==> src/rtl/can_filter_defines.vh <==
// register offsets, field positions and reset values of the filter section address bank
// included by can_filter_table_section_addresses.v
`ifndef CAN_FILTER_DEFINES_VH
`define CAN_FILTER_DEFINES_VH

`define OFS_GROUP_START      12'h000
`define OFS_TABLE_END        12'h004
`define OFS_FILTER_CTRL      12'h008
`define OFS_COPY_STATUS      12'h00C

`define ADDR_FIELD_HI        11
`define ADDR_FIELD_LO        2
`define ADDR_FIELD_W         10

`define CTRL_MODE_HI         1
`define CTRL_MODE_LO         0
`define CTRL_FMO_BIT         2

`define MODE_OFF             2'h0
`define MODE_BYPASS          2'h1
`define MODE_ON              2'h2

`define RST_GROUP_START      10'h000
`define RST_TABLE_END        10'h000
`define RST_MODE             2'h0
`define RST_FMO              1'b0

`define WORDS_PER_OBJECT     2'h3

`endif

==> src/rtl/can_filter_table_section_addresses.v <==
// filter look-up table section address bank with apb slave and message object copy engine
// assumes an apb master on clk, a receive buffer that presents a matched frame as three words
`timescale 1ns/100ps
`include "can_filter_defines.vh"

// What this block does
// - bits 11..2 hold grouped section start
// - section address writes only in bypass or off mode, control writable in every mode
// - group start word aligned, bits 1..0 zero
// - bits 31..12 of both section address registers read as zero
// - end register is object base when enabled
// - matched frame copied into object section
// - each object takes three table words
module can_filter_table_section_addresses #(
  parameter INDEX_W = 8
) (
  // clock and reset
  input  wire                clk,
  input  wire                nrst,
  // apb slave
  input  wire                psel,
  input  wire                penable,
  input  wire                pwrite,
  input  wire [11:0]         paddr,
  input  wire [31:0]         pwdata,
  output wire                pready,
  output reg  [31:0]         prdata,
  output wire                pslverr,
  // section addresses towards the filter
  output wire [9:0]          groupStartWord,
  output wire [9:0]          tableEndWord,
  output wire [1:0]          filterMode,
  output wire                fullMessageObjectEnable,
  // matched frame from the receive buffer
  input  wire                matchValid,
  output wire                matchReady,
  input  wire [INDEX_W-1:0]  matchIndex,
  input  wire [31:0]         frameWord0,
  input  wire [31:0]         frameWord1,
  input  wire [31:0]         frameWord2,
  // look-up table write port, word addressed
  output reg                 tableWrEn,
  output reg  [9:0]          tableWrAddr,
  output reg  [31:0]         tableWrData
);

  localparam [2:0] ST_IDLE = 3'b001;
  localparam [2:0] ST_COPY = 3'b010;
  localparam [2:0] ST_DONE = 3'b100;

  reg  [9:0]   groupStart_q;
  reg  [9:0]   groupStart_d;
  reg  [9:0]   tableEnd_q;
  reg  [9:0]   tableEnd_d;
  reg  [1:0]   mode_q;
  reg  [1:0]   mode_d;
  reg          fmo_q;
  reg          fmo_d;
  reg  [2:0]   state_q;
  reg  [2:0]   state_d;
  reg  [1:0]   wordCnt_q;
  reg  [1:0]   wordCnt_d;
  reg  [9:0]   copyAddr_q;
  reg  [9:0]   copyAddr_d;
  reg  [95:0]  frame_q;
  reg  [95:0]  frame_d;
  reg  [15:0]  copyCount_q;
  reg  [15:0]  copyCount_d;

  wire         wrStrobe;
  wire         addrWritable;
  wire         addrHit;
  wire [INDEX_W+1:0] objProduct;
  wire [9:0]   objOffset;
  reg  [31:0]  readMux;
  reg  [31:0]  rdData_d;

  // zero wait states: every access completes in its first access cycle
  assign pready = 1'b1;
  assign wrStrobe = psel & penable & pwrite;
  assign addrHit = (paddr == `OFS_GROUP_START) | (paddr == `OFS_TABLE_END) |
                   (paddr == `OFS_FILTER_CTRL) | (paddr == `OFS_COPY_STATUS);
  // unmapped accesses answer with an error but never stall the bus
  assign pslverr = psel & penable & ~addrHit;
  assign addrWritable = (mode_q == `MODE_OFF) | (mode_q == `MODE_BYPASS);

  assign groupStartWord = groupStart_q;
  assign tableEndWord = tableEnd_q;
  assign filterMode = mode_q;
  assign fullMessageObjectEnable = fmo_q;
  assign matchReady = fmo_q & (state_q == ST_IDLE);

  // object n starts three words per object above the section base
  assign objProduct = {{INDEX_W{1'b0}}, `WORDS_PER_OBJECT} * {2'b00, matchIndex};

  // the table is 1024 words deep, so the object offset wraps like the address
  generate
    if (INDEX_W >= 8) begin : gCutOffset
      assign objOffset = objProduct[9:0];
    end else begin : gPadOffset
      assign objOffset = {{(8 - INDEX_W){1'b0}}, objProduct};
    end
  endgenerate

  // register writes
  always @* begin
    groupStart_d = groupStart_q;
    tableEnd_d = tableEnd_q;
    mode_d = mode_q;
    fmo_d = fmo_q;
    if (wrStrobe) begin
      case (paddr)
        `OFS_GROUP_START: begin
          if (addrWritable)
            groupStart_d = pwdata[`ADDR_FIELD_HI:`ADDR_FIELD_LO];
        end
        `OFS_TABLE_END: begin
          if (addrWritable)
            tableEnd_d = pwdata[`ADDR_FIELD_HI:`ADDR_FIELD_LO];
        end
        // control stays writable in every mode, or the filter could never leave on mode
        `OFS_FILTER_CTRL: begin
          mode_d = pwdata[`CTRL_MODE_HI:`CTRL_MODE_LO];
          fmo_d = pwdata[`CTRL_FMO_BIT];
        end
        default: begin
        end
      endcase
    end
  end

  // read mux, unmapped addresses read zero with pslverr
  always @* begin
    readMux = 32'h0000_0000;
    case (paddr)
      `OFS_GROUP_START: readMux = {20'h0_0000, groupStart_q, 2'h0};
      `OFS_TABLE_END:   readMux = {20'h0_0000, tableEnd_q, 2'h0};
      `OFS_FILTER_CTRL: readMux = {29'h0000_0000, fmo_q, mode_q};
      `OFS_COPY_STATUS: readMux = {copyCount_q, 15'h0000, (state_q != ST_IDLE)};
      default:          readMux = 32'h0000_0000;
    endcase
  end

  // read word captured in the setup cycle, so the access cycle returns a settled value;
  // the copy status can lag by one cycle when a copy finishes during the access
  always @* begin
    rdData_d = prdata;
    if (psel & ~penable)
      rdData_d = readMux;
  end

  // copy engine: three words per matched object into the object section
  always @* begin
    state_d = state_q;
    wordCnt_d = wordCnt_q;
    copyAddr_d = copyAddr_q;
    frame_d = frame_q;
    copyCount_d = copyCount_q;
    tableWrEn = 1'b0;
    tableWrAddr = copyAddr_q;
    tableWrData = frame_q[31:0];
    case (state_q)
      ST_IDLE: begin
        if (matchValid & matchReady) begin
          copyAddr_d = tableEnd_q + objOffset;
          frame_d = {frameWord2, frameWord1, frameWord0};
          wordCnt_d = 2'h0;
          state_d = ST_COPY;
        end
      end
      ST_COPY: begin
        tableWrEn = 1'b1;
        frame_d = {32'h0000_0000, frame_q[95:32]};
        copyAddr_d = copyAddr_q + 10'h001;
        wordCnt_d = wordCnt_q + 2'h1;
        if (wordCnt_q == (`WORDS_PER_OBJECT - 2'h1))
          state_d = ST_DONE;
      end
      // done cycle keeps matchReady low, so objects come at least five cycles apart
      ST_DONE: begin
        copyCount_d = copyCount_q + 16'h0001;
        state_d = ST_IDLE;
      end
      default: begin
        state_d = ST_IDLE;
      end
    endcase
  end

  // one register stage for the whole bank, reset values from the header
  always @(posedge clk or negedge nrst) begin
    if (!nrst) begin
      groupStart_q <= `RST_GROUP_START;
      tableEnd_q <= `RST_TABLE_END;
      mode_q <= `RST_MODE;
      fmo_q <= `RST_FMO;
      state_q <= ST_IDLE;
      wordCnt_q <= 2'h0;
      copyAddr_q <= 10'h000;
      frame_q <= 96'h0;
      copyCount_q <= 16'h0000;
      prdata <= 32'h0000_0000;
    end else begin
      groupStart_q <= groupStart_d;
      tableEnd_q <= tableEnd_d;
      mode_q <= mode_d;
      fmo_q <= fmo_d;
      state_q <= state_d;
      wordCnt_q <= wordCnt_d;
      copyAddr_q <= copyAddr_d;
      frame_q <= frame_d;
      copyCount_q <= copyCount_d;
      prdata <= rdData_d;
    end
  end

endmodule // can_filter_table_section_addresses

==> config.mk <==
export PLATFORM = sky130hd
export DESIGN_NAME = can_filter_table_section_addresses
export DESIGN_NICKNAME = d
export VERILOG_FILES = /design/src/rtl/can_filter_table_section_addresses.v
export VERILOG_INCLUDE_DIRS = /design/src /design/src/rtl
export SDC_FILE = /design/constraint.sdc
export NUM_CORES = 1
export LEC_CHECK = 0
export BUFFER_PORTS_ARGS = -buffer_cell sky130_fd_sc_hd__clkbuf_2
export CAP_MARGIN = 20
export CORE_ASPECT_RATIO = 0.6
export CORE_MARGIN = 3
export CORE_UTILIZATION = 45
export DETAILED_ROUTE_END_ITERATION = 12
export PLACE_DENSITY = 0.8
export SLEW_MARGIN = 20
export SYNTH_ARGS = -nofsm -noshare
export SYNTH_HDL_FRONTEND = slang
export SYNTH_SLANG_ARGS = --single-unit
export TNS_END_PERCENT = 20
==> constraint.sdc <==
create_clock -name clk -period 2.8 [get_ports clk]
set_clock_uncertainty 0.2 [all_clocks]
set_input_delay 0.28 -clock clk [delete_from_list [all_inputs] [get_ports clk]]
set_output_delay 0.28 -clock clk [all_outputs]
set_load 0.005 [all_outputs]
; ---- Word-level counts from Yosys, hierarchy flattened
; Index checks and enable logic that the tools add are counted.
; W data, S select, Z words.
[word_totals]
register_bits = 182
latchBits = 0
mem_bits_rw = 0
romBits = 0
out_inout_bits = 101
elab_cells = 57
n_memories = 0
[op_classes]
n_addsub = 4
multipliers = 1
div_mod_pow = 0
magnitude_cmp = 0
n_eq_ne = 11
shift = 0
n_mux = 11
bitwise = 12
reduce_logical = 8
[ops]
columns = operator, n
row1 = $pmux W96 S2, 1
row2 = $pmux W32 S4, 1
row3 = $mux W96, 1
row4 = $eq A12 B4 Y1 const B, 2
row5 = $pmux W10 S2, 1
row6 = $add A16 B1 Y16 const B, 1
row7 = $eq A12 B3 Y1 const B, 1
row8 = $logic_not A12 Y1, 1
row9 = $add A10 B1 Y10 const B, 1
row10 = $add A10 B10 Y10, 1
row11 = $mul A2 B8 Y10 const A, 1
row12 = $mux W10, 1
row13 = $and A1 B1 Y1, 6
row14 = $mux W3, 2
row15 = $pmux W3 S2, 1
row16 = $reduce_and A2 Y1, 3
row17 = $reduce_and A3 Y1, 2
row18 = $or A1 B1 Y1, 4
row19 = $pmux W2 S2, 1
row20 = $eq A3 B1 Y1 const B, 1
row21 = $eq A3 B2 Y1 const B, 1
row22 = $eq A3 B3 Y1 const B, 1
row23 = $ne A3 B1 Y1 const B, 1
row24 = $add A2 B1 Y2 const B, 1
row25 = 9 further kinds, 10

; ---- Depth between registers and ports, before layout
[depth]
word_depth = 6
ltp_mapped = 8
depth_no_buf = 8

; ---- Worst setup path before layout
; No wires, ideal clock.
[synth_timing]
kind = register -> register
startpoint = register tableEnd_q[1] (netlist: tableEndWord[1])
endpoint = register copyAddr_q[9] (netlist: tableWrAddr[9])
setup_ps = 94
arrival_time_ps = 2442
setup_slack_ps = 65
path_stages_with_launch = 9
synth_period_minus_slack_ps = 2735
cell_sequence = dfrtp_1 -> fa_1 -> ha_1 -> fa_1 -> a211oi_1 -> o21ai_0 -> o31ai_1 -> xnor2_1 -> a211oi_1
[synth_via]
elab_chain_cells = 3
[synth_lines]
columns = item, line
row1 = "start, declared", can_filter_table_section_addresses.v:53  ; reg [9:0] tableEnd_q;
row2 = "start signal, assigned", can_filter_table_section_addresses.v:194  ; tableEnd_q <= `RST_TABLE_END;
row3 = "start signal, assigned", can_filter_table_section_addresses.v:205  ; tableEnd_q <= tableEnd_d;
row4 = $add A10 B10 Y10, can_filter_table_section_addresses.v:165  ; copyAddr_d = tableEnd_q + objOffset;
row5 = $mux W10, can_filter_table_section_addresses.v:164  ; if (matchValid & matchReady) begin
row6 = $pmux W10 S2, can_filter_table_section_addresses.v:162  ; case (state_q)
row7 = "end signal, assigned", can_filter_table_section_addresses.v:210  ; copyAddr_q <= copyAddr_d;
row8 = "end, declared", can_filter_table_section_addresses.v:63  ; reg [9:0] copyAddr_q;
; No other way between the ends. The select of a mux whose other input is x is not followed.
; A chain may end at the register's enable or synchronous reset.

; ---- Worst setup path after layout
; Same ends and word-level chain as after synthesis.

==> metrics <==
status completed; global-route wire length before repair 37.5 mm; crit share post-route 97.2%; via count 7416; Peak VDD IR 444 uV; share of post-route cells with drive strength above 1 27.6%; area of the mapped netlist 8390 um^2; antenna diode instance count 0; aggregate routed wire length 23.2 mm; worst-case hold path end point prdata[2]; main area contributors after synthesis sky130_fd_sc_hd__dfrtp_1 53%, sky130_fd_sc_hd__nand2_1 9.6%, sky130_fd_sc_hd__a31oi_1 4.9%, sky130_fd_sc_hd__nor2_1 3.5%, sky130_fd_sc_hd__buf_4 3.3%; number of nets with antenna violations after routing 0; number of endpoints failing setup at the final stage 0; worst-skew pair later-pin latency 0.43 ns; TritonCTS clock tree done; Pins Over Slew Limit 0; type of the worst min-delay path in -> reg; count of warnings emitted by yosys 0; Net count, final 1325; PwrDens 486 nW/um^2; Boundary Pins 255; total gr overflow 0; leading cell type by number of instances after synthesis sky130_fd_sc_hd__nand2_1; number of stages on the worst hold path 4; GR Layer Usage met3 5.39%; die boundary height 112 um; Top FF cell, synth sky130_fd_sc_hd__dfrtp_1; Port Buffers 229; Max Cap Viol 0; fin cells 1397; Power Total 5490 uW; required time reported for the critical path endpoint 2.93 ns; most heavily used metal layer in global routing met2; data arrival at the endpoint of the critical path 2.85 ns; Horiz. Die Dim 182 um; TritonCTS sink count 178; Static Leak 0.00586 uW; vias per cell 5.31; critical-path maximum fanout 2; Min Clock Period, post-route 2.72 ns; H-tree Lvls 4; Iteration-0 DRC Markers 592; library cell with the largest summed area after synthesis sky130_fd_sc_hd__dfrtp_1; worst reg2reg path endpoint tableWrAddr[9]; worst-margin pin slew 0.727 ns; top cells by instance count after synthesis 215 x sky130_fd_sc_hd__nand2_1, 177 x sky130_fd_sc_hd__dfrtp_1, 78 x sky130_fd_sc_hd__nor2_1; vias in the first global route 7471; routability congestion estimate 0.821; Starting Density 47.4%; gr usage total 22.6%; type of the setup path with the least slack reg -> reg; TritonCTS Buffers 17; CORE AREA 17700 um^2; met1 demand-to-capacity share in global routing 31.0%; Post-Synthesis Mean Instance Area 9.76 um^2; detailed placement HPWL 14.8 mm; worst hold start paddr[4]; largest net degree at the start of global routing 120; area share of the largest cell type after synthesis 52.8%; average wire length per cell after detail routing 16.6 um; Rows 37; clock transition at the registers of the reported paths 0.07 ns; Remaining DRCs 0; #FFs+latches synth 178; synth unique cells 55; fraction of registers with async set or reset after synthesis 100%; total of fill cells in the finished design 1400; Final Hold Fails 0; FMAX 368 MHz; Pre-Repair DR Iteration Count 5; crit path launch type flop; share of synthesized area occupied by flip-flops and latches 53.1%; number of enable-type register cells in the synthesized netlist 0; Placed Instances 1255; met2 capacity usage during global routing 36.3%; crit end category flop; CTS Root Cell sky130_fd_sc_hd__clkbuf_16; crit path from tableEndWord[1]; number of instances in the synthesized netlist 859; Die Footprint 20400 um^2; number of antenna violations at the first check in global routing 0; worst reg-to-reg setup slack 0.08 ns; relative slew slack 51.4%; launching point of the worst reg2reg path tableEndWord[1]; worst reg2reg path depth 8; area overhead of the layout relative to synthesis 34.6%; Max clock buf depth 2
-- worst max path at each step --
| stage | slack [ns] | depth (start not counted) | end |
|---|---|---|---|
| finish | 0.08 | 8 | tableWrAddr[9] |
| global route | -0.04 | 8 | tableWrAddr[9] |
| CTS | 0.03 | 8 | tableWrAddr[9] |
| detailed placement | -0.09 | 8 | tableWrAddr[9] |
| global placement | -0.02 | 8 | tableWrAddr[9] |
| floorplan | 0.06 | 8 | tableWrAddr[9] |
-- power breakdown --
part           switching (uW)  internal, uW
Sequential               10.6          2580
Combinational             208           245
Clock                    1090          1350
Total                    1310          4180
-- flip-flops by register name, indices dropped and copies added (netlist names) --
signal / flops
tableWrAddr: 10
state_q: 3
copyCount_q: 16
prdata: 28
frame_q: 96
fullMessageObjectEnable: 1
filterMode: 2
wordCnt_q: 2
groupStartWord: 10
tableEndWord: 10
-- per-stage QoR --
| step | area (um^2) | hold WS, ns | worst slack, ns | utilization, % | TNS [ns] |
|---|---|---|---|---|---|
| floorplan | 8400 | -0.216 | 0.0645 | - | 0 |
| global placement | 9570 | 0.103 | -0.0160 | 54.1 | -0.0160 |
| detailed placement | 9570 | 0.102 | -0.0856 | 54.1 | -0.0856 |
| CTS | 11300 | 0.0426 | 0.0296 | 63.8 | 0 |
| global route | 11300 | 0.0973 | -0.0383 | 63.8 | -0.0383 |
| finish | 11300 | 0.0863 | 0.0796 | 63.8 | 0 |
-- layout by cell type (no fill, tap or decap), drive strengths merged, types with 3 or more instances in the layout --
master / instances
clkbuf: 247
nand2: 215
dfrtp: 177
dlygate4sd3: 110
nor2: 78
a31oi: 66
nand3: 40
mux2: 25
o21ai: 19
buf: 18
a22o: 16
xnor2: 15
inv: 14
ha: 13
a21oi: 12
a22oi: 9
xor2: 8
fa: 8
and3: 7
a211oi: 6
nor3: 5
conb: 5
or3: 4
and2: 4
nor4: 4
nand4: 3
o211ai: 3
o31ai: 3
-- critical path, stage by stage (launching register included) --
cell	delay, ns
sky130_fd_sc_hd__dfrtp_1	0.40
sky130_fd_sc_hd__fa_1	0.49
sky130_fd_sc_hd__ha_2	0.22
sky130_fd_sc_hd__fa_2	0.36
sky130_fd_sc_hd__a211oi_2	0.19
sky130_fd_sc_hd__o21ai_1	0.16
sky130_fd_sc_hd__o31ai_2	0.28
sky130_fd_sc_hd__xnor2_1	0.11
sky130_fd_sc_hd__a211oi_1	0.23
-- cell families after synthesis --
logic type | synth area share (%)
other | 0.0896
adder cells (fa/ha/maj) | 3.85
flip-flops | 53.1
buffers and inverters | 6.19
XOR/XNOR | 2.40
multiplexers | 3.97
AND/OR/NAND/NOR | 19.1
AO/OA/AOI/OAI | 11.3
-- layer usage --
| layer | wire, um | vias to the layer above |
|---|---|---|
| met5 | 0 | - |
| met1 | 10300 | 3604 |
| met3 | 1600 | 40 |
| li1 | - | 3486 |
| met2 | 10900 | 286 |
| met4 | 395 | 0 |
-- repair_timing --
item	in CTS	in global routing
setup buffers	0	0
pin swaps	1	1
resized for setup	4	2
endpoints found under the setup margin	1	2
hold buffers	110	0
hold endpoints to repair	174	0
-- layout make-up --
type	count	area (um^2)	share of cell area, %
clock inverters	13	164	1.45
multi-input cells	590	3450	30.6
repair buffers	356	2460	21.8
well taps	234	293	2.59
flip-flops and latches	178	4460	39.5
clock buffers	19	433	3.84
inverters	7	31.3	0.277
No activity file was read; power rests on OpenSTA's default activity.
